<file path="src/hdl/csc_consts.svh">
// Timing counts and field widths for the codec serial cascade core
`ifndef CSC_CONSTS_SVH
`define CSC_CONSTS_SVH
`define CSC_CLK_PERIOD_NS   10
`define CSC_MCLK_DIV        3'd6
`define CSC_MCLK_DIV_LAST   3'd5
`define CSC_SAMPLE_LAST     8'hff
`define CSC_MOD_PHASE       3'h7
`define CSC_RATE_FACTOR     32
`define CSC_WORD_BITS       16
`define CSC_BIT_LAST        4'hf
`define CSC_CHAIN_SLOTS     17
`define CSC_SCLK_HALF_CYC   6
`define CSC_SAMPLE_CYC      1536
`define CSC_DEC_W           17
`define CSC_INT_W           26
`define CSC_INT_SHIFT       10
`define CSC_PIN_IDLE        4'h3
`endif

</file>
<file path="src/hdl/csc_pkg.sv">
// Types shared by the codec serial cascade core
package csc_pkg;
  typedef struct packed {
    logic fsync;
    logic data;
  } csc_ser_s;

  typedef enum logic [0:0] {
    CSC_TX_IDLE,
    CSC_TX_DATA
  } csc_tx_e;

  typedef logic [15:0] csc_word_t;
endpackage : csc_pkg

</file>
<file path="src/hdl/csc_core.sv">
// Codec serial cascade core: clocking, serial port, cascade chain, sinc filters
`timescale 1ns/1ns
`default_nettype none
`include "csc_consts.svh"
//
// Contract
// - Decoder updates once every 256 master clocks, same as encoder rate.
// - Encoder decimates modulator bitstream with sinc3, factor 32.
// - Decoder interpolates with sinc3, factor 32, at modulator rate.
// - Bypass feeds DAC word straight to modulator input, repeated.
// - DAC word holds between host updates; conversion keeps running.
// - With reset on system reset, mixed mode gives the software reset.
// - All cascaded devices make serial clock of same frequency and phase.
// - Preamp enabled and set from three-bit input gain select.
// - Count frame syncs against cascade length to pick the DAC word.
// - 16-bit words, active-high frame sync one bit before MSB.
module csc_core
  import csc_pkg::*;
(
  input  wire logic       clk_sys,
  input  wire logic       rst_n,
  input  wire logic       serial_data_in,
  input  wire logic       in_frame_sync,
  input  wire logic       port_enable_pin,
  input  wire logic       device_reset_n,
  input  wire logic       adc_bitstream,
  input  wire logic [2:0] input_gain_select,
  input  wire logic [2:0] cascade_length_field,
  input  wire logic       interp_bypass,
  input  wire logic       mixed_mode,
  input  wire logic       soft_reset_req,
  output logic            serial_clock,
  output logic            serial_data_out,
  output logic            out_frame_sync,
  output var csc_word_t   dsm_input,
  output logic            dsm_strobe,
  output logic            preamp_enable,
  output logic [2:0]      preamp_gain
);
  logic [3:0] sync1_r, sync2_r, sync3_r, pin_r;
  logic       sdi_q, ifs_q, pen_q, dev_rst_q, clr;
  logic [2:0] mclk_cnt_r;
  logic [7:0] mclk_idx_r;
  logic       mclk_en, mod_en, sample_en, sclk_rise, sclk_fall;

  // Pins pass three flops; a level counts once the last two agree
  always_ff @(posedge clk_sys or negedge rst_n) begin
    if (!rst_n) begin
      // Idle as enabled and out of reset, so no false clear or frame sync follows reset
      sync1_r <= `CSC_PIN_IDLE;
      sync2_r <= `CSC_PIN_IDLE;
      sync3_r <= `CSC_PIN_IDLE;
      pin_r   <= `CSC_PIN_IDLE;
    end else begin
      sync1_r <= {serial_data_in, in_frame_sync, port_enable_pin, device_reset_n} ^ 4'h0;
      sync2_r <= sync1_r;
      sync3_r <= sync2_r;
      for (int i = 0; i < 4; i++) begin
        if (sync2_r[i] == sync3_r[i]) begin
          pin_r[i] <= sync3_r[i];
        end
      end
    end
  end
  assign {sdi_q, ifs_q, pen_q, dev_rst_q} = pin_r;
  // Soft reset only honoured in mixed mode, the one path that needs no pin
  assign clr = !dev_rst_q || (mixed_mode && soft_reset_req);

  // Master clock enable and its phase index; reset aligns every device in a chain
  always_ff @(posedge clk_sys or negedge rst_n) begin
    if (!rst_n) begin
      mclk_cnt_r <= '0;
      mclk_idx_r <= '0;
    end else if (clr) begin
      mclk_cnt_r <= '0;
      mclk_idx_r <= '0;
    end else if (mclk_cnt_r == `CSC_MCLK_DIV_LAST) begin
      mclk_cnt_r <= '0;
      mclk_idx_r <= mclk_idx_r + 8'h01;
    end else begin
      mclk_cnt_r <= mclk_cnt_r + 3'h1;
    end
  end
  assign mclk_en   = (mclk_cnt_r == `CSC_MCLK_DIV_LAST);
  assign mod_en    = mclk_en && (mclk_idx_r[2:0] == `CSC_MOD_PHASE);
  assign sample_en = mclk_en && (mclk_idx_r == `CSC_SAMPLE_LAST);
  assign sclk_rise = mclk_en && !serial_clock;
  assign sclk_fall = mclk_en && serial_clock;

  // Serial clock is master/2, phase fixed by the shared reset release
  always_ff @(posedge clk_sys or negedge rst_n) begin
    if (!rst_n) begin
      serial_clock <= 1'b0;
    end else if (clr) begin
      serial_clock <= 1'b0;
    end else if (mclk_en) begin
      serial_clock <= !serial_clock;
    end
  end

  // Receive: words on the input, counted against the cascade length
  logic [3:0] rx_cnt_r;
  logic       rx_act_r, rx_done;
  csc_word_t  rx_sh_r, dac_word_r;
  logic [3:0] frame_cnt_r;
  logic       dac_load;

  always_ff @(posedge clk_sys or negedge rst_n) begin
    if (!rst_n) begin
      rx_act_r <= 1'b0;
      rx_cnt_r <= '0;
      rx_sh_r  <= '0;
    end else if (clr || !pen_q) begin
      rx_act_r <= 1'b0;
      rx_cnt_r <= '0;
    end else if (sclk_fall) begin
      if (rx_act_r) begin
        rx_sh_r  <= {rx_sh_r[14:0], sdi_q};
        rx_cnt_r <= rx_cnt_r + 4'h1;
        rx_act_r <= (rx_cnt_r != `CSC_BIT_LAST);
      end else if (ifs_q) begin
        rx_act_r <= 1'b1;
        rx_cnt_r <= '0;
      end
    end
  end
  assign rx_done  = sclk_fall && rx_act_r && (rx_cnt_r == `CSC_BIT_LAST) && pen_q && !clr;
  assign dac_load = rx_done && (frame_cnt_r == {1'b0, cascade_length_field});

  // A completed word beats the sample boundary so a late last word still counts
  always_ff @(posedge clk_sys or negedge rst_n) begin
    if (!rst_n) begin
      frame_cnt_r <= '0;
    end else if (clr) begin
      frame_cnt_r <= '0;
    end else if (rx_done) begin
      frame_cnt_r <= (frame_cnt_r == 4'hf) ? frame_cnt_r : frame_cnt_r + 4'h1;
    end else if (sample_en) begin
      frame_cnt_r <= '0;
    end
  end

  // Host may update less often than every sample; the last word is kept
  always_ff @(posedge clk_sys or negedge rst_n) begin
    if (!rst_n) begin
      dac_word_r <= '0;
    end else if (clr) begin
      dac_word_r <= '0;
    end else if (dac_load) begin
      dac_word_r <= {rx_sh_r[14:0], sdi_q};
    end
  end

  // Encoder decimator
  csc_word_t adc_word;
  logic      adc_valid;
  csc_sinc3_dec u_dec (
    .clk_sys   (clk_sys),
    .rst_n     (rst_n),
    .clr       (clr),
    .in_en     (mod_en),
    .bit_in    (adc_bitstream),
    .out_en    (sample_en),
    .out_word  (adc_word),
    .out_valid (adc_valid)
  );

  // Transmit: own word first, then upstream traffic delayed one word slot
  csc_ser_s [`CSC_CHAIN_SLOTS-1:0] chain_r;
  csc_tx_e    tx_st_r;
  csc_word_t  tx_sh_r;
  logic [3:0] tx_cnt_r;
  logic       tx_pend_r;

  always_ff @(posedge clk_sys or negedge rst_n) begin
    if (!rst_n) begin
      chain_r <= '0;
    end else if (clr || !pen_q) begin
      chain_r <= '0;
    end else if (sclk_fall) begin
      chain_r <= {chain_r[`CSC_CHAIN_SLOTS-2:0], ifs_q, sdi_q};
    end
  end

  always_ff @(posedge clk_sys or negedge rst_n) begin
    if (!rst_n) begin
      tx_pend_r <= 1'b0;
      tx_sh_r   <= '0;
    end else if (clr || !pen_q) begin
      tx_pend_r <= 1'b0;
    end else if (adc_valid) begin
      tx_pend_r <= 1'b1;
      tx_sh_r   <= adc_word;
    end else if (sclk_rise && tx_st_r == CSC_TX_IDLE) begin
      tx_pend_r <= 1'b0;
    end
  end

  // Port disabled holds the outputs low and drops any word in flight
  always_ff @(posedge clk_sys or negedge rst_n) begin
    if (!rst_n) begin
      tx_st_r         <= CSC_TX_IDLE;
      tx_cnt_r        <= '0;
      serial_data_out <= 1'b0;
      out_frame_sync  <= 1'b0;
    end else if (clr || !pen_q) begin
      tx_st_r         <= CSC_TX_IDLE;
      tx_cnt_r        <= '0;
      serial_data_out <= 1'b0;
      out_frame_sync  <= 1'b0;
    end else if (sclk_rise) begin
      case (tx_st_r)
        CSC_TX_IDLE: begin
          if (tx_pend_r && !adc_valid) begin
            out_frame_sync  <= 1'b1;
            serial_data_out <= 1'b0;
            tx_cnt_r        <= `CSC_BIT_LAST;
            tx_st_r         <= CSC_TX_DATA;
          end else begin
            out_frame_sync  <= chain_r[`CSC_CHAIN_SLOTS-1].fsync;
            serial_data_out <= chain_r[`CSC_CHAIN_SLOTS-1].data;
          end
        end
        CSC_TX_DATA: begin
          out_frame_sync  <= 1'b0;
          serial_data_out <= tx_sh_r[tx_cnt_r];
          tx_cnt_r        <= tx_cnt_r - 4'h1;
          if (tx_cnt_r == 4'h0) begin
            tx_st_r <= CSC_TX_IDLE;
          end
        end
        default: tx_st_r <= CSC_TX_IDLE;
      endcase
    end
  end

  // Decoder interpolator: combs at sample rate, zero-stuffed integrators at 2.048 MHz
  logic [`CSC_INT_W-1:0] xin, c1, c2, c3, x1_r, c1d_r, c2d_r, c3_r;
  logic [`CSC_INT_W-1:0] i1_r, i2_r, i3_r, stuff;
  logic                  stuff_pend_r;
  assign xin   = {{(`CSC_INT_W-16){dac_word_r[15]}}, dac_word_r};
  assign c1    = xin - x1_r;
  assign c2    = c1 - c1d_r;
  assign c3    = c2 - c2d_r;
  assign stuff = stuff_pend_r ? c3_r : '0;

  always_ff @(posedge clk_sys or negedge rst_n) begin
    if (!rst_n) begin
      x1_r         <= '0;
      c1d_r        <= '0;
      c2d_r        <= '0;
      c3_r         <= '0;
      stuff_pend_r <= 1'b0;
    end else if (clr) begin
      x1_r         <= '0;
      c1d_r        <= '0;
      c2d_r        <= '0;
      c3_r         <= '0;
      stuff_pend_r <= 1'b0;
    end else if (sample_en) begin
      x1_r         <= xin;
      c1d_r        <= c1;
      c2d_r        <= c2;
      c3_r         <= c3;
      stuff_pend_r <= 1'b1;
    end else if (mod_en) begin
      stuff_pend_r <= 1'b0;
    end
  end

  always_ff @(posedge clk_sys or negedge rst_n) begin
    if (!rst_n) begin
      i1_r       <= '0;
      i2_r       <= '0;
      i3_r       <= '0;
      dsm_input  <= '0;
      dsm_strobe <= 1'b0;
    end else if (clr) begin
      i1_r       <= '0;
      i2_r       <= '0;
      i3_r       <= '0;
      dsm_input  <= '0;
      dsm_strobe <= 1'b0;
    end else begin
      dsm_strobe <= mod_en;
      if (mod_en) begin
        i1_r <= i1_r + stuff;
        i2_r <= i2_r + i1_r;
        i3_r <= i3_r + i2_r;
        // Bypass cuts delay but repeats each sample, so images are stronger
        dsm_input <= interp_bypass ? dac_word_r
                                   : i3_r[`CSC_INT_W-1:`CSC_INT_SHIFT];
      end
    end
  end

  always_ff @(posedge clk_sys or negedge rst_n) begin
    if (!rst_n) begin
      preamp_enable <= 1'b0;
      preamp_gain   <= '0;
    end else begin
      preamp_enable <= |input_gain_select;
      preamp_gain   <= input_gain_select;
    end
  end

  // Checker helpers
  logic [10:0] gap_r;
  logic        gap_seen_r;
  logic [5:0]  mod_n_r;
  always_ff @(posedge clk_sys or negedge rst_n) begin
    if (!rst_n) begin
      gap_r      <= '0;
      gap_seen_r <= 1'b0;
      mod_n_r    <= '0;
    end else begin
      gap_r      <= sample_en ? 11'h000 : gap_r + 11'h001;
      gap_seen_r <= (gap_seen_r || sample_en) && !clr;
      mod_n_r    <= sample_en ? {5'h00, mod_en} : mod_n_r + {5'h00, mod_en};
    end
  end

  chk_sample_period: assert property (
    @(posedge clk_sys) disable iff (!rst_n || clr)
    (sample_en && gap_seen_r) |-> (gap_r == 11'd1535))
    else $error("sample period is not 256 master clocks");
  chk_decim_ratio: assert property (
    @(posedge clk_sys) disable iff (!rst_n || clr)
    (sample_en && gap_seen_r) |-> (mod_n_r == 6'h20))
    else $error("decimation ratio is not 32");
  chk_interp_strobe: assert property (
    @(posedge clk_sys) disable iff (!rst_n)
    dsm_strobe |-> $past(mod_en) ##1 !dsm_strobe[*5])
    else $error("modulator strobe off its 2.048 MHz slot");
  chk_bypass_value: assert property (
    @(posedge clk_sys) disable iff (!rst_n || clr)
    (dsm_strobe && $past(interp_bypass)) |-> (dsm_input == $past(dac_word_r)))
    else $error("bypass did not pass the DAC word");
  chk_dac_hold: assert property (
    @(posedge clk_sys) disable iff (!rst_n || clr)
    !dac_load |=> $stable(dac_word_r))
    else $error("DAC word changed without a load");
  chk_soft_reset: assert property (
    @(posedge clk_sys) disable iff (!rst_n)
    (mixed_mode && soft_reset_req) |=> (mclk_idx_r == 8'h00 && !serial_clock))
    else $error("mixed mode soft reset not applied");
  chk_sclk_phase: assert property (
    @(posedge clk_sys) disable iff (!rst_n)
    $changed(serial_clock) |-> ($past(mclk_en) || $past(clr)) && (mclk_cnt_r == 3'h0))
    else $error("serial clock edge off master clock phase");
  chk_gain_map: assert property (
    @(posedge clk_sys) disable iff (!rst_n)
    ##1 (preamp_gain == $past(input_gain_select)) && (preamp_enable == |preamp_gain))
    else $error("preamp setting does not follow gain select");
  chk_dac_count: assert property (
    @(posedge clk_sys) disable iff (!rst_n || clr)
    dac_load |-> (frame_cnt_r[2:0] == cascade_length_field) ##1 (frame_cnt_r != 4'h0))
    else $error("DAC loaded on wrong frame count");
  chk_frame_width: assert property (
    @(posedge clk_sys) disable iff (!rst_n || clr || !pen_q)
    (sclk_rise && tx_st_r == CSC_TX_IDLE && tx_pend_r && !adc_valid)
      |=> out_frame_sync[*8] ##1 out_frame_sync[*4] ##1 !out_frame_sync
          ##0 (serial_data_out == tx_sh_r[15]))
    else $error("frame sync not one bit ahead of MSB");
endmodule : csc_core
`default_nettype wire

</file>
<file path="src/hdl/csc_sinc3_dec.sv">
// Third-order sinc decimator for the encoder bitstream
`timescale 1ns/1ns
`default_nettype none
`include "csc_consts.svh"
module csc_sinc3_dec
  import csc_pkg::*;
(
  input  wire logic      clk_sys,
  input  wire logic      rst_n,
  input  wire logic      clr,
  input  wire logic      in_en,
  input  wire logic      bit_in,
  input  wire logic      out_en,
  output var csc_word_t  out_word,
  output logic           out_valid
);
  logic [`CSC_DEC_W-1:0] i1_r, i2_r, i3_r;
  logic [`CSC_DEC_W-1:0] d1_r, d2_r, d3_r;
  logic [`CSC_DEC_W-1:0] x, c1, c2, c3;

  // Bitstream maps to +1 or -1; wrapping sums are harmless in a sinc structure
  assign x  = bit_in ? `CSC_DEC_W'(1) : {`CSC_DEC_W{1'b1}};
  assign c1 = i3_r - d1_r;
  assign c2 = c1 - d2_r;
  assign c3 = c2 - d3_r;

  always_ff @(posedge clk_sys or negedge rst_n) begin
    if (!rst_n) begin
      i1_r <= '0;
      i2_r <= '0;
      i3_r <= '0;
    end else if (clr) begin
      i1_r <= '0;
      i2_r <= '0;
      i3_r <= '0;
    end else if (in_en) begin
      i1_r <= i1_r + x;
      i2_r <= i2_r + i1_r;
      i3_r <= i3_r + i2_r;
    end
  end

  always_ff @(posedge clk_sys or negedge rst_n) begin
    if (!rst_n) begin
      d1_r      <= '0;
      d2_r      <= '0;
      d3_r      <= '0;
      out_word  <= '0;
      out_valid <= 1'b0;
    end else if (clr) begin
      d1_r      <= '0;
      d2_r      <= '0;
      d3_r      <= '0;
      out_word  <= '0;
      out_valid <= 1'b0;
    end else begin
      out_valid <= out_en;
      if (out_en) begin
        d1_r     <= i3_r;
        d2_r     <= c1;
        d3_r     <= c2;
        out_word <= c3[`CSC_DEC_W-1:1];
      end
    end
  end
endmodule : csc_sinc3_dec
`default_nettype wire

</file>
<file path="config.mk">
export PLATFORM = sky130hd
export DESIGN_NAME = csc_core
export DESIGN_NICKNAME = d
export VERILOG_FILES = /design/src/hdl/csc_pkg.sv /design/src/hdl/csc_core.sv /design/src/hdl/csc_sinc3_dec.sv
export VERILOG_INCLUDE_DIRS = /design/src /design/src/hdl
export SDC_FILE = /design/constraint.sdc
export NUM_CORES = 1
export LEC_CHECK = 0
export ABC_AREA = 1
export BUFFER_PORTS_ARGS = -buffer_cell sky130_fd_sc_hd__buf_2
export CORE_AREA = 2 2 290 292
export DETAILED_ROUTE_END_ITERATION = 8
export DIE_AREA = 0 0 292 294
export HOLD_SLACK_MARGIN = 0.03
export MAX_ROUTING_LAYER = met4
export SETUP_SLACK_MARGIN = 0.1
export SYNTH_ARGS = -nofsm -noshare
export SYNTH_HDL_FRONTEND = slang
export SYNTH_SLANG_ARGS = --single-unit
</file>
<file path="constraint.sdc">
create_clock -name clk_sys -period 11.6 [get_ports clk_sys]
set_input_delay 1.74 -clock clk_sys [delete_from_list [all_inputs] [get_ports clk_sys]]
set_output_delay 1.74 -clock clk_sys [all_outputs]
set_load 0.02 [all_outputs]
</file>
# Word-level counts from Yosys, hierarchy flattened
# Index checks and enable logic that the tools add are counted.
# Widths: inputs -> output; s select.
[totals]
regBits = 449
wordCells = 226
input_bits = 16
out_inout_bits = 24
[op_classes]
eq_ne = 13
n_reduce_logical = 36
muxes = 82
n_addsub = 17
bitwise = 2
n_lt_le_gt_ge = 1
[op_table]
columns = ["op", "n"]
rows = [
  ["$mux 26", 15],
  ["$mux 17", 13],
  ["$mux 16", 7],
  ["$add 26x26->26", 3],
  ["$sub 26x26->26", 3],
  ["$mux 34", 2],
  ["$add 17x17->17", 3],
  ["$sub 17x17->17", 3],
  ["$mux 4", 11],
  ["$mux 1", 25],
  ["$mux 8", 2],
  ["$logic_and 1x1->1", 12],
  ["$reduce_bool 2->1", 6],
  ["$reduce_bool 3->1", 4],
  ["$add 4x1->4 const B", 2],
  ["$add 8x1->8 const B", 1],
  ["$eq 4x4->1 const B", 2],
  ["$eq 8x8->1 const B", 1],
  ["$pmux 4 s2", 1],
  ["$reduce_and 2->1", 4],
  ["$eq 3x3->1 const B", 2],
  ["$mux 3", 2],
  ["$pmux 1 s2", 3],
  ["$logic_not 1->1", 5],
  ["other kinds (14)", 19],
]

# Logic depth before layout (Yosys ltp)
# Gate-level depths: netlist of the first run.
[depth]
depth_word = 9
depth_mapped = 36
depth_no_buf = 36

# Cells and area by module
# A second synthesis of the first run with hierarchy kept.
[hier_totals]
cells_unflattened = 3844
area_unflattened_um2 = 29102.9
[modules_own_cells]
columns = ["module", "n_inst", "seq_area_each_um2", "area_each_um2", "cells_each"]
rows = [
  ["csc_core", 1, 8017.7, 20299.5, 2696],
  ["csc_sinc3_dec", 1, 2977.9, 8803.4, 1148],
]

# Worst setup path before layout of the first run
# Ideal clock, no wire load.
[synth_path]
path_type = "register to register"
startpoint = "register dac_word_r[0]"
endpoint = "register c3_r[25]"
n_path_buf = 0
period_less_slack_ns = 4.736
setup_ns = 0.117
path_slack_ns = 6.864
stages_incl_launch_ff = 33
t_required_ns = 11.483
arrival_ns = 4.619
cell_sequence = "dfrtp_1 -> inv_1 -> ha_1 -> fa_1 -> inv_1 -> nand3_1 -> nand2_1 -> a21oi_1 -> o21ai_1 -> a21oi_1 -> o21ai_1 -> nand2_1 -> nand2_1 -> nand2_1 -> and2_1 -> ha_1 -> a21o_1 -> a21oi_1 -> nand2_1 -> a21oi_1 -> o21bai_1 -> nand2_1 -> nand3_1 -> and2_1 -> ha_1 -> inv_1 -> nor3_1 -> nand2_1 -> or2_2 -> nand3_1 -> nand3_1 -> nand3_1 -> nand2_1"
[synth_between]
elab_chain_len = 5
[synth_lines]
columns = ["item", "line_no", "rtl"]
rows = [
  ["start, declared", "csc_core.sv:104", "csc_word_t rx_sh_r, dac_word_r;"],
  ["start signal, assigned", "csc_core.sv:150", "dac_word_r <= {rx_sh_r[14:0], sdi_q};"],
  ["$sub 26x26->26", "csc_core.sv:242", "assign c1 = xin - x1_r;"],
  ["$sub 26x26->26", "csc_core.sv:243", "assign c2 = c1 - c1d_r;"],
  ["$sub 26x26->26", "csc_core.sv:244", "assign c3 = c2 - c2d_r;"],
  ["$mux 26", "csc_core.sv:260", "end else if (sample_en) begin"],
  ["$mux 26", "csc_core.sv:254", "end else if (clr) begin"],
  ["end signal, assigned", "csc_core.sv:252", "c3_r <= '0;"],
  ["end signal, assigned", "csc_core.sv:258", "c3_r <= '0;"],
  ["end signal, assigned", "csc_core.sv:264", "c3_r <= c3;"],
  ["end, declared", "csc_core.sv:238", "logic [`CSC_INT_W-1:0] xin, c1, c2, c3, x1_r, c1d_r, c2d_r, c3_r;"],
]
# Every way passes these cells. The select of a mux whose other input is x is not followed.
# A chain may end at the register's enable or synchronous reset.

# Worst setup path after layout of the first run
# Same ends and word-level chain as after synthesis.

==> results.yml, run 1 <==
floorplan:
  die_height_um: 294
  core_area_um2: 82900
  io_pins: 40
  die_x_um: 292
  start_util_pct: 34.7
  die-area_um2: 85800
  rows: 106
final_layout:
  antennaDiodeCount: 0
  seqCellArea_um2: 11000
  syn2layout_area_growth_pct: 10.8
  multi_input_area_um2: 15400
  nNetsFinal: 4072
  fill_cells: 8558
  layout.cells.non_filler: 4922
  drive_gt1_share_pct: 5.00
detailed_routing:
  wl_per_cell_um: 14.9
  vias: 24700
  highest_layer: "met4"
  route.met2.wl_um: 33700
  post-route-drc-count: 0
  wl_met1_um: 35800
  drt_iter0_markers: 1277
  vias_per_cell: 5.02
  drtAntennaViolNets: 0
  drt-total-wl_um: 73600
  firstDrtPassIters: 5
  wl_met3_um: 2250
sta:
  fin_tns_setup_ns: 0
  worst_pin_slew_ns: 1.02
  fin_crit_ns: 5.44
  grt_setup_unrepaired: "false"
  fmax_mhz: 184
  drv_slew: 0
  final_hold_viol_count: 0
  clock_skew_ns: 0.0252
  slew_headroom_pct: 31.9
  timing.hold.ws_ns: 0.355
  finalSetupViolations: 0
  fin_crit_sh_pct: 46.9
hold_path:
  hold_path_class: "reg2reg"
  min_path_cells: 0
critical_path:
  reg2regPathDepth: 32
  required_ns: 12.08
  cp_data_arrival_time_ns: 5.92
  worstSetupStartpointType: "flop"
  critical_path_class: "reg2reg"
  cp_top_family: "simple AND/OR/NAND/NOR gates"
  end_kind: "flop"
  cp_slowest_stage_delay_ns: 0.42
  path_buf_inv: 3
  cpMaxStageDelayCell: "fa_1"
  critPathMaxFanout: 6
  r2r_setup_slack_ns: 6.16
  worstSetupPathDepth: 32
  cp_common_cell: "nand2_1"
place:
  gp_congestion: 0.884
  port_buffers: 39
  placedCellCount: 4829
  hpwl_um: 53600
cts:
  cts-hold-fix-buffers: 0
  numCtsBuffers: 53
  htreeDepth: 2
  cts_root_buf: "clkbuf_16"
  max-clock-path-buffers: 3
  cts.sinks: 439
  clkTransAtPathRegs_ns: 0.06
  clkLatencyLatePin_ns: 0.61
  cts_resized: 0
  cts_setup_buffers: 0
  cts_tree: "done"
pwr:
  leakage_uw: 0.0164
  powerDensity_nw_per_um2: 106
  ir_worst_vdd_mv: 0.103
yosys:
  synth_common_cells: "nand2_1 (909), inv_1 (521), dfrtp_1 (431)"
  yosysSeqAreaShare_pct: 38.2
  synth_top_cell_by_area: "dfrtp_1"
  synth_ff_type: "dfrtp_1"
  synth_seq_cells: 439
  syn_inst: 3780
  syn_nets: 4048
  synthArstFlopShare_pct: 100
  synth.most_common_cell: "nand2_1"
  syn_area_per_cell_um2: 7.61
  synth_top_area_share_pct: 37.5
  synth_edf_count: 0
  synthesis.area_um2: 28800
  netlist_top_cells_area: "dfrtp_1 (38%), nand2_1 (12%), ha_1 (10%)"
  yosysWarnings: 0
  yosysUniqueCellTypes: 54
run_status:
  status: "finished, final reports clean"
global_routing:
  grt_max_degree: 159
  grt_pass1_wl_um: 122000
  overflow: 0
  grt_pass1_vias: 24000
  antenna_found_initial: 1
  groute.usage.overall_pct: 17.6
run:
  maxCapViolations: 0
==> flip-flops by register name (all words and copies together), names as in the netlist, 8 cells and up <==
register,cells
x1_r,16
c3_r,26
c1d_r,26
i2_r,26
chain_r,34
rx_sh_r,15
u_dec.i2_r,17
dac_word_r,16
tx_sh_r,16
i3_r,26
u_dec.d2_r,17
dsm_input,16
i1_r,26
u_dec.i3_r,17
mclk_idx_r,8
c2d_r,26
u_dec.i1_r,17
u_dec.d1_r,17
u_dec.out_word,16
u_dec.d3_r,17
==> metrics by stage <==
stage                     total power [µW]  worst slack, ns  utilization, %  area, µm²
after floorplan                       1640             6.86               -      28800
after global placement                1710             6.16            36.3      30100
after detailed placement              1710             6.16            36.3      30100
after CTS                             3440             6.14            38.4      31900
after global routing                  3510             5.52            38.4      31900
final                                 3390             6.16            38.4      31900
==> where the power goes <==
group	switching (µW)	internal, µW	leakage, µW
combinational	105	22.5	0.00963
sequential	6.89	1540	0.00596
clock	694	1020	0.000854
==> layout make-up <==
cell class              count  area share, %
multi-input cells        2730           48.4
flip-flops and latches    439           34.5
inverters                 527           6.22
clock buffers              67           4.68
well taps                1080           4.24
repair buffers             53           1.01
clock inverters            26          0.919
==> cell usage in the layout (no fill, tap or decap), drive strengths merged, types with 16 or more instances in the layout <==
| master | n |
|---|---|
| clkbuf | 67 |
| nand3 | 157 |
| xnor2 | 26 |
| nor3 | 34 |
| ha | 240 |
| o21bai | 27 |
| o31ai | 24 |
| a21oi | 276 |
| xor2 | 78 |
| nand4 | 29 |
| a22oi | 18 |
| o21ai | 413 |
| dfrtp | 431 |
| nand2 | 917 |
| o22ai | 80 |
| or2 | 16 |
| inv | 527 |
| buf | 53 |
| nor2 | 228 |
| a31oi | 18 |
| a21o | 35 |
==> path summary, 6_finish.rpt <==
check	start	to
max	dac_word_r[0]$_DFFE_PN0P_	c3_r[25]$_DFFE_PN0P_
min	sync1_r[0]$_DFF_PN1_	sync2_r[0]$_DFF_PN1_
max reg2reg	dac_word_r[0]$_DFFE_PN0P_	c3_r[25]$_DFFE_PN0P_
min reg2reg	sync1_r[0]$_DFF_PN1_	sync2_r[0]$_DFF_PN1_
max in group asynchronous	rst_n	i2_r[0]$_DFFE_PN0P_
min in group asynchronous	rst_n	frame_cnt_r[1]$_DFFE_PN0P_
==> cells by family (layout without fill, tap and decap cells) <==
kind of cell	after synthesis	in the layout	share of synthesized area [%]
flops	439	439	38.2
compound gates	961	961	18.9
xor+xnor	104	104	3.17
fa+ha+maj	256	256	11.4
simple gates	1409	1409	20.1
buf+inv	611	673	8.18
==> metal layers <==
| metal | vias to the layer above | global-route usage (%) |
|---|---|---|
| li1 | 12700 | - |
| met1 | 11600 | 23.4 |
| met2 | 340 | 28.6 |
| met3 | 100 | 2.09 |
| met4 | 0 | 4.66 |
| met5 | - | - |
==> worst reg2reg max path, delay by kind of cell (launching register included) <==
family                     cells  cell delay [ns]
adders and majority gates      4             1.34
buffers and inverters          3             0.22
and+or+nand+nor               17             2.08
DFF                            1             0.32
AOI/OAI and AO/OA              8             1.38
Power figures use the tool's default switching activity.
==> run 2, diff against run 1 <==
Settings changed: ABC_AREA 1 to 0, CORE_AREA 2 2 290 292 to 2 2 289 291, DIE_AREA 0 0 292 294 to 0 0 291 293.
Clock period 11.6 ns to 4.6 ns, I/O delays scaled along.
==> run 2 against run 1 <==
Effect of this change:
- the run now ends with setup timing left
- sequential power grew to 2.5 times the previous value
- worst setup slack lost 7.3 ns
- global-route usage shrank 0.97 points
- synthesized cell count decreased by 13%
- die area fell by 0.68%
- critical path depth up 11
- maximum frequency down 4.8%
- power rose to 2.6 times the previous value
- core utilization rose by 4.7 points
- highest routed layer unchanged
==> results.yml, run 2 <==
run_status:
  status: "finished with violations"
  violations: "setup timing"
sta:
  fin_crit_sh_pct: 124
  fin_tns_setup_ns: -13.46
  clock_skew_ns: 0.0344
  fin_crit_ns: 5.71
  grt_setup_unrepaired: "true"
  fmax_mhz: 175
  finalSetupViolations: 20
  final_hold_viol_count: 0
  drv_slew: 0
  worst_pin_slew_ns: 0.758
  setup_ws_ns: -1.11
  slew_headroom_pct: 49.3
final_layout:
  fill_cells: 7839
  seqCellArea_um2: 11000
  largest_reg_flops: 34
  layout.cells.non_filler: 4694
  nNetsFinal: 3853
  drive_gt1_share_pct: 20.1
  top_register: "chain_r"
  most-common-layout-cells: "nand2_1 (563), dfrtp_1 (431), a21oi_1 (356)"
  syn2layout_area_growth_pct: 23.9
  layout_commonest_cell: "nand2_1"
  antennaDiodeCount: 0
  multi_input_area_um2: 17400
yosys:
  yosysWarnings: 0
  yosysUniqueCellTypes: 87
  synth_seq_cells: 439
  syn_area_per_cell_um2: 8.70
  synth_common_cells: "nand2_1 (574), dfrtp_1 (431), a21oi_1 (398)"
  synthesis.area_um2: 28500
  netlist_top_cells_area: "dfrtp_1 (38%), ha_1 (11%), nand2_1 (7.6%)"
  synthArstFlopShare_pct: 100
  synth_top_area_share_pct: 37.8
  synth_top_cell_by_area: "dfrtp_1"
  synth.most_common_cell: "nand2_1"
  yosysSeqAreaShare_pct: 38.6
  syn_inst: 3279
  synth_ff_type: "dfrtp_1"
  synth_edf_count: 0
  syn_nets: 3547
detailed_routing:
  drt-total-wl_um: 69700
  wl_per_cell_um: 14.8
  drt_iter0_markers: 1234
  post-route-drc-count: 0
  vias_per_cell: 5.06
  drtAntennaViolNets: 0
  vias: 23800
  firstDrtPassIters: 5
cts:
  clkTransAtPathRegs_ns: 0.06
  max-clock-path-buffers: 3
  numCtsBuffers: 50
  cts.sinks: 439
  cts_root_buf: "clkbuf_16"
  htreeDepth: 2
  cts_tree: "done"
  clkLatencyLatePin_ns: 0.61
critical_path:
  r2r_setup_slack_ns: -1.11
  critical_path_class: "reg2reg"
  cp_slowest_stage_delay_ns: 0.38
  worstSetupStartpointType: "flop"
  required_ns: 5.13
  cpMaxStageDelayCell: "dfrtp_1"
  cp_data_arrival_time_ns: 6.24
  end_kind: "flop"
  critPathMaxFanout: 2
  cp_common_cell: "buf_4"
global_routing:
  grt_pass1_wl_um: 117000
  grt_pass1_vias: 23500
  groute.usage.overall_pct: 16.7
  grt_max_degree: 146
  overflow: 0
  antenna_found_initial: 0
pwr:
  power_switching_uw: 1940
  pwr-share-comb_pct: 3.3
  powerDensity_nw_per_um2: 249
  p_int_uw: 6860
  ir_worst_vdd_mv: 0.247
  swShare_pct: 22.1
  finalPower_uw: 8800
  leakage_uw: 0.0164
  clkPwrFrac_pct: 52.5
  pwr-share-seq_pct: 44.2
floorplan:
  die_x_um: 291
  core_area_um2: 81800
  die_height_um: 293
  rows: 105
  start_util_pct: 34.8
  die-area_um2: 85300
  io_pins: 40
place:
  gp_congestion: 0.832
  hpwl_um: 46300
  placedCellCount: 4506
  place_ws_ns: -1.15
  port_buffers: 39
hold_path:
  hold_path_class: "in2async"
run:
  maxCapViolations: 0
[run 2: changes by cell type in the layout (fill, tap and decap cells not counted), sizes merged, moves of 86 or more]
cell	previous run	this run
inv	527	175
nand2	917	574
buf	53	393
o21ai	413	133
a21oi	276	405
xnor2	26	127
nand3	157	71
[run 2: layout make-up]
type	count	share of cell area, %
multi-input combinational	2527	49.2
sequential	439	31.1
timing repair buffer	393	8.71
clock buffer	63	3.85
tap	1070	3.79
inverter	174	1.85
clock inverter	28	1.51
[run 2: through the flow]
stage,hold WS (ns),cell area [µm²],util (%)
2_1_floorplan,0.331,28600,-
3_3_place_gp,0.335,31600,38.7
3_5_place_dp,0.340,31600,38.7
4_1_cts,0.108,34600,42.3
5_1_grt,0.146,35300,43.2
6_report,0.0952,35300,43.2
[run 2: final timing paths]
check | start | endpoint | cells past startpoint
setup / recovery | dac_word_r[0]$_DFFE_PN0P_ | c1d_r[10]$_DFFE_PN0P_ | 43
hold / removal | rst_n | u_dec.i1_r[1]$_DFFE_PN0P_ | 1
setup reg to reg | dac_word_r[0]$_DFFE_PN0P_ | c1d_r[10]$_DFFE_PN0P_ | 43
hold reg to reg | sync1_r[3]$_DFF_PN0_ | sync2_r[3]$_DFF_PN0_ | 0
max in group asynchronous | rst_n | u_dec.d1_r[15]$_DFFE_PN0P_ | 2
min in group clk_sys | device_reset_n | sync1_r[0]$_DFF_PN1_ | 1
[run 2: repair_timing]
| item | CTS | global route |
|---|---|---|
| setup endpoints to repair | 22 | 35 |
| setup buffers | 77 | 29 |
| resized for setup | 122 | 118 |
| hold buffers | 0 | 0 |
| pin swaps | 105 | 125 |
[run 2: power by group through the flow]
stage          logic (µW)  clock network [µW]  registers (µW)
2_1_floorplan         134                   0            3960
3_3_place_gp          294                   0            3960
3_5_place_dp          296                   0            3960
4_1_cts               297                4760            3890
5_1_grt               322                4900            3890
6_report              288                4620            3890
[run 2: cell families after synthesis]
family,after synthesis,synth area share [%]
xor gates and xnor gates,194,6.09
and+or+nand+nor,1091,16.8
buffers and inverters,313,4.16
adders and majority gates,256,11.5
DFF,439,38.6
muxes,63,2.58
AOI/OAI and AO/OA,923,20.3
[run 2: per-layer routing]
layer  up-vias  GRT usage (%)  wire [µm]  share of wire [%]
li1      12100              -          -                  -
met1     11300           21.9      33400                 48
met2       297           27.2      32500                 47
met3       110           2.06       2040                2.9
met4         0           4.63       1730                2.5
met5         -              -          0                  0
[run 2: worst max-delay path, delay by kind of cell, from the launching register on]
family          cells  cell delay [ns]
compound gates      8             1.16
flops               1             0.38
fa+ha+maj           2             0.35
buf+inv            31             3.59
simple gates        2             0.14
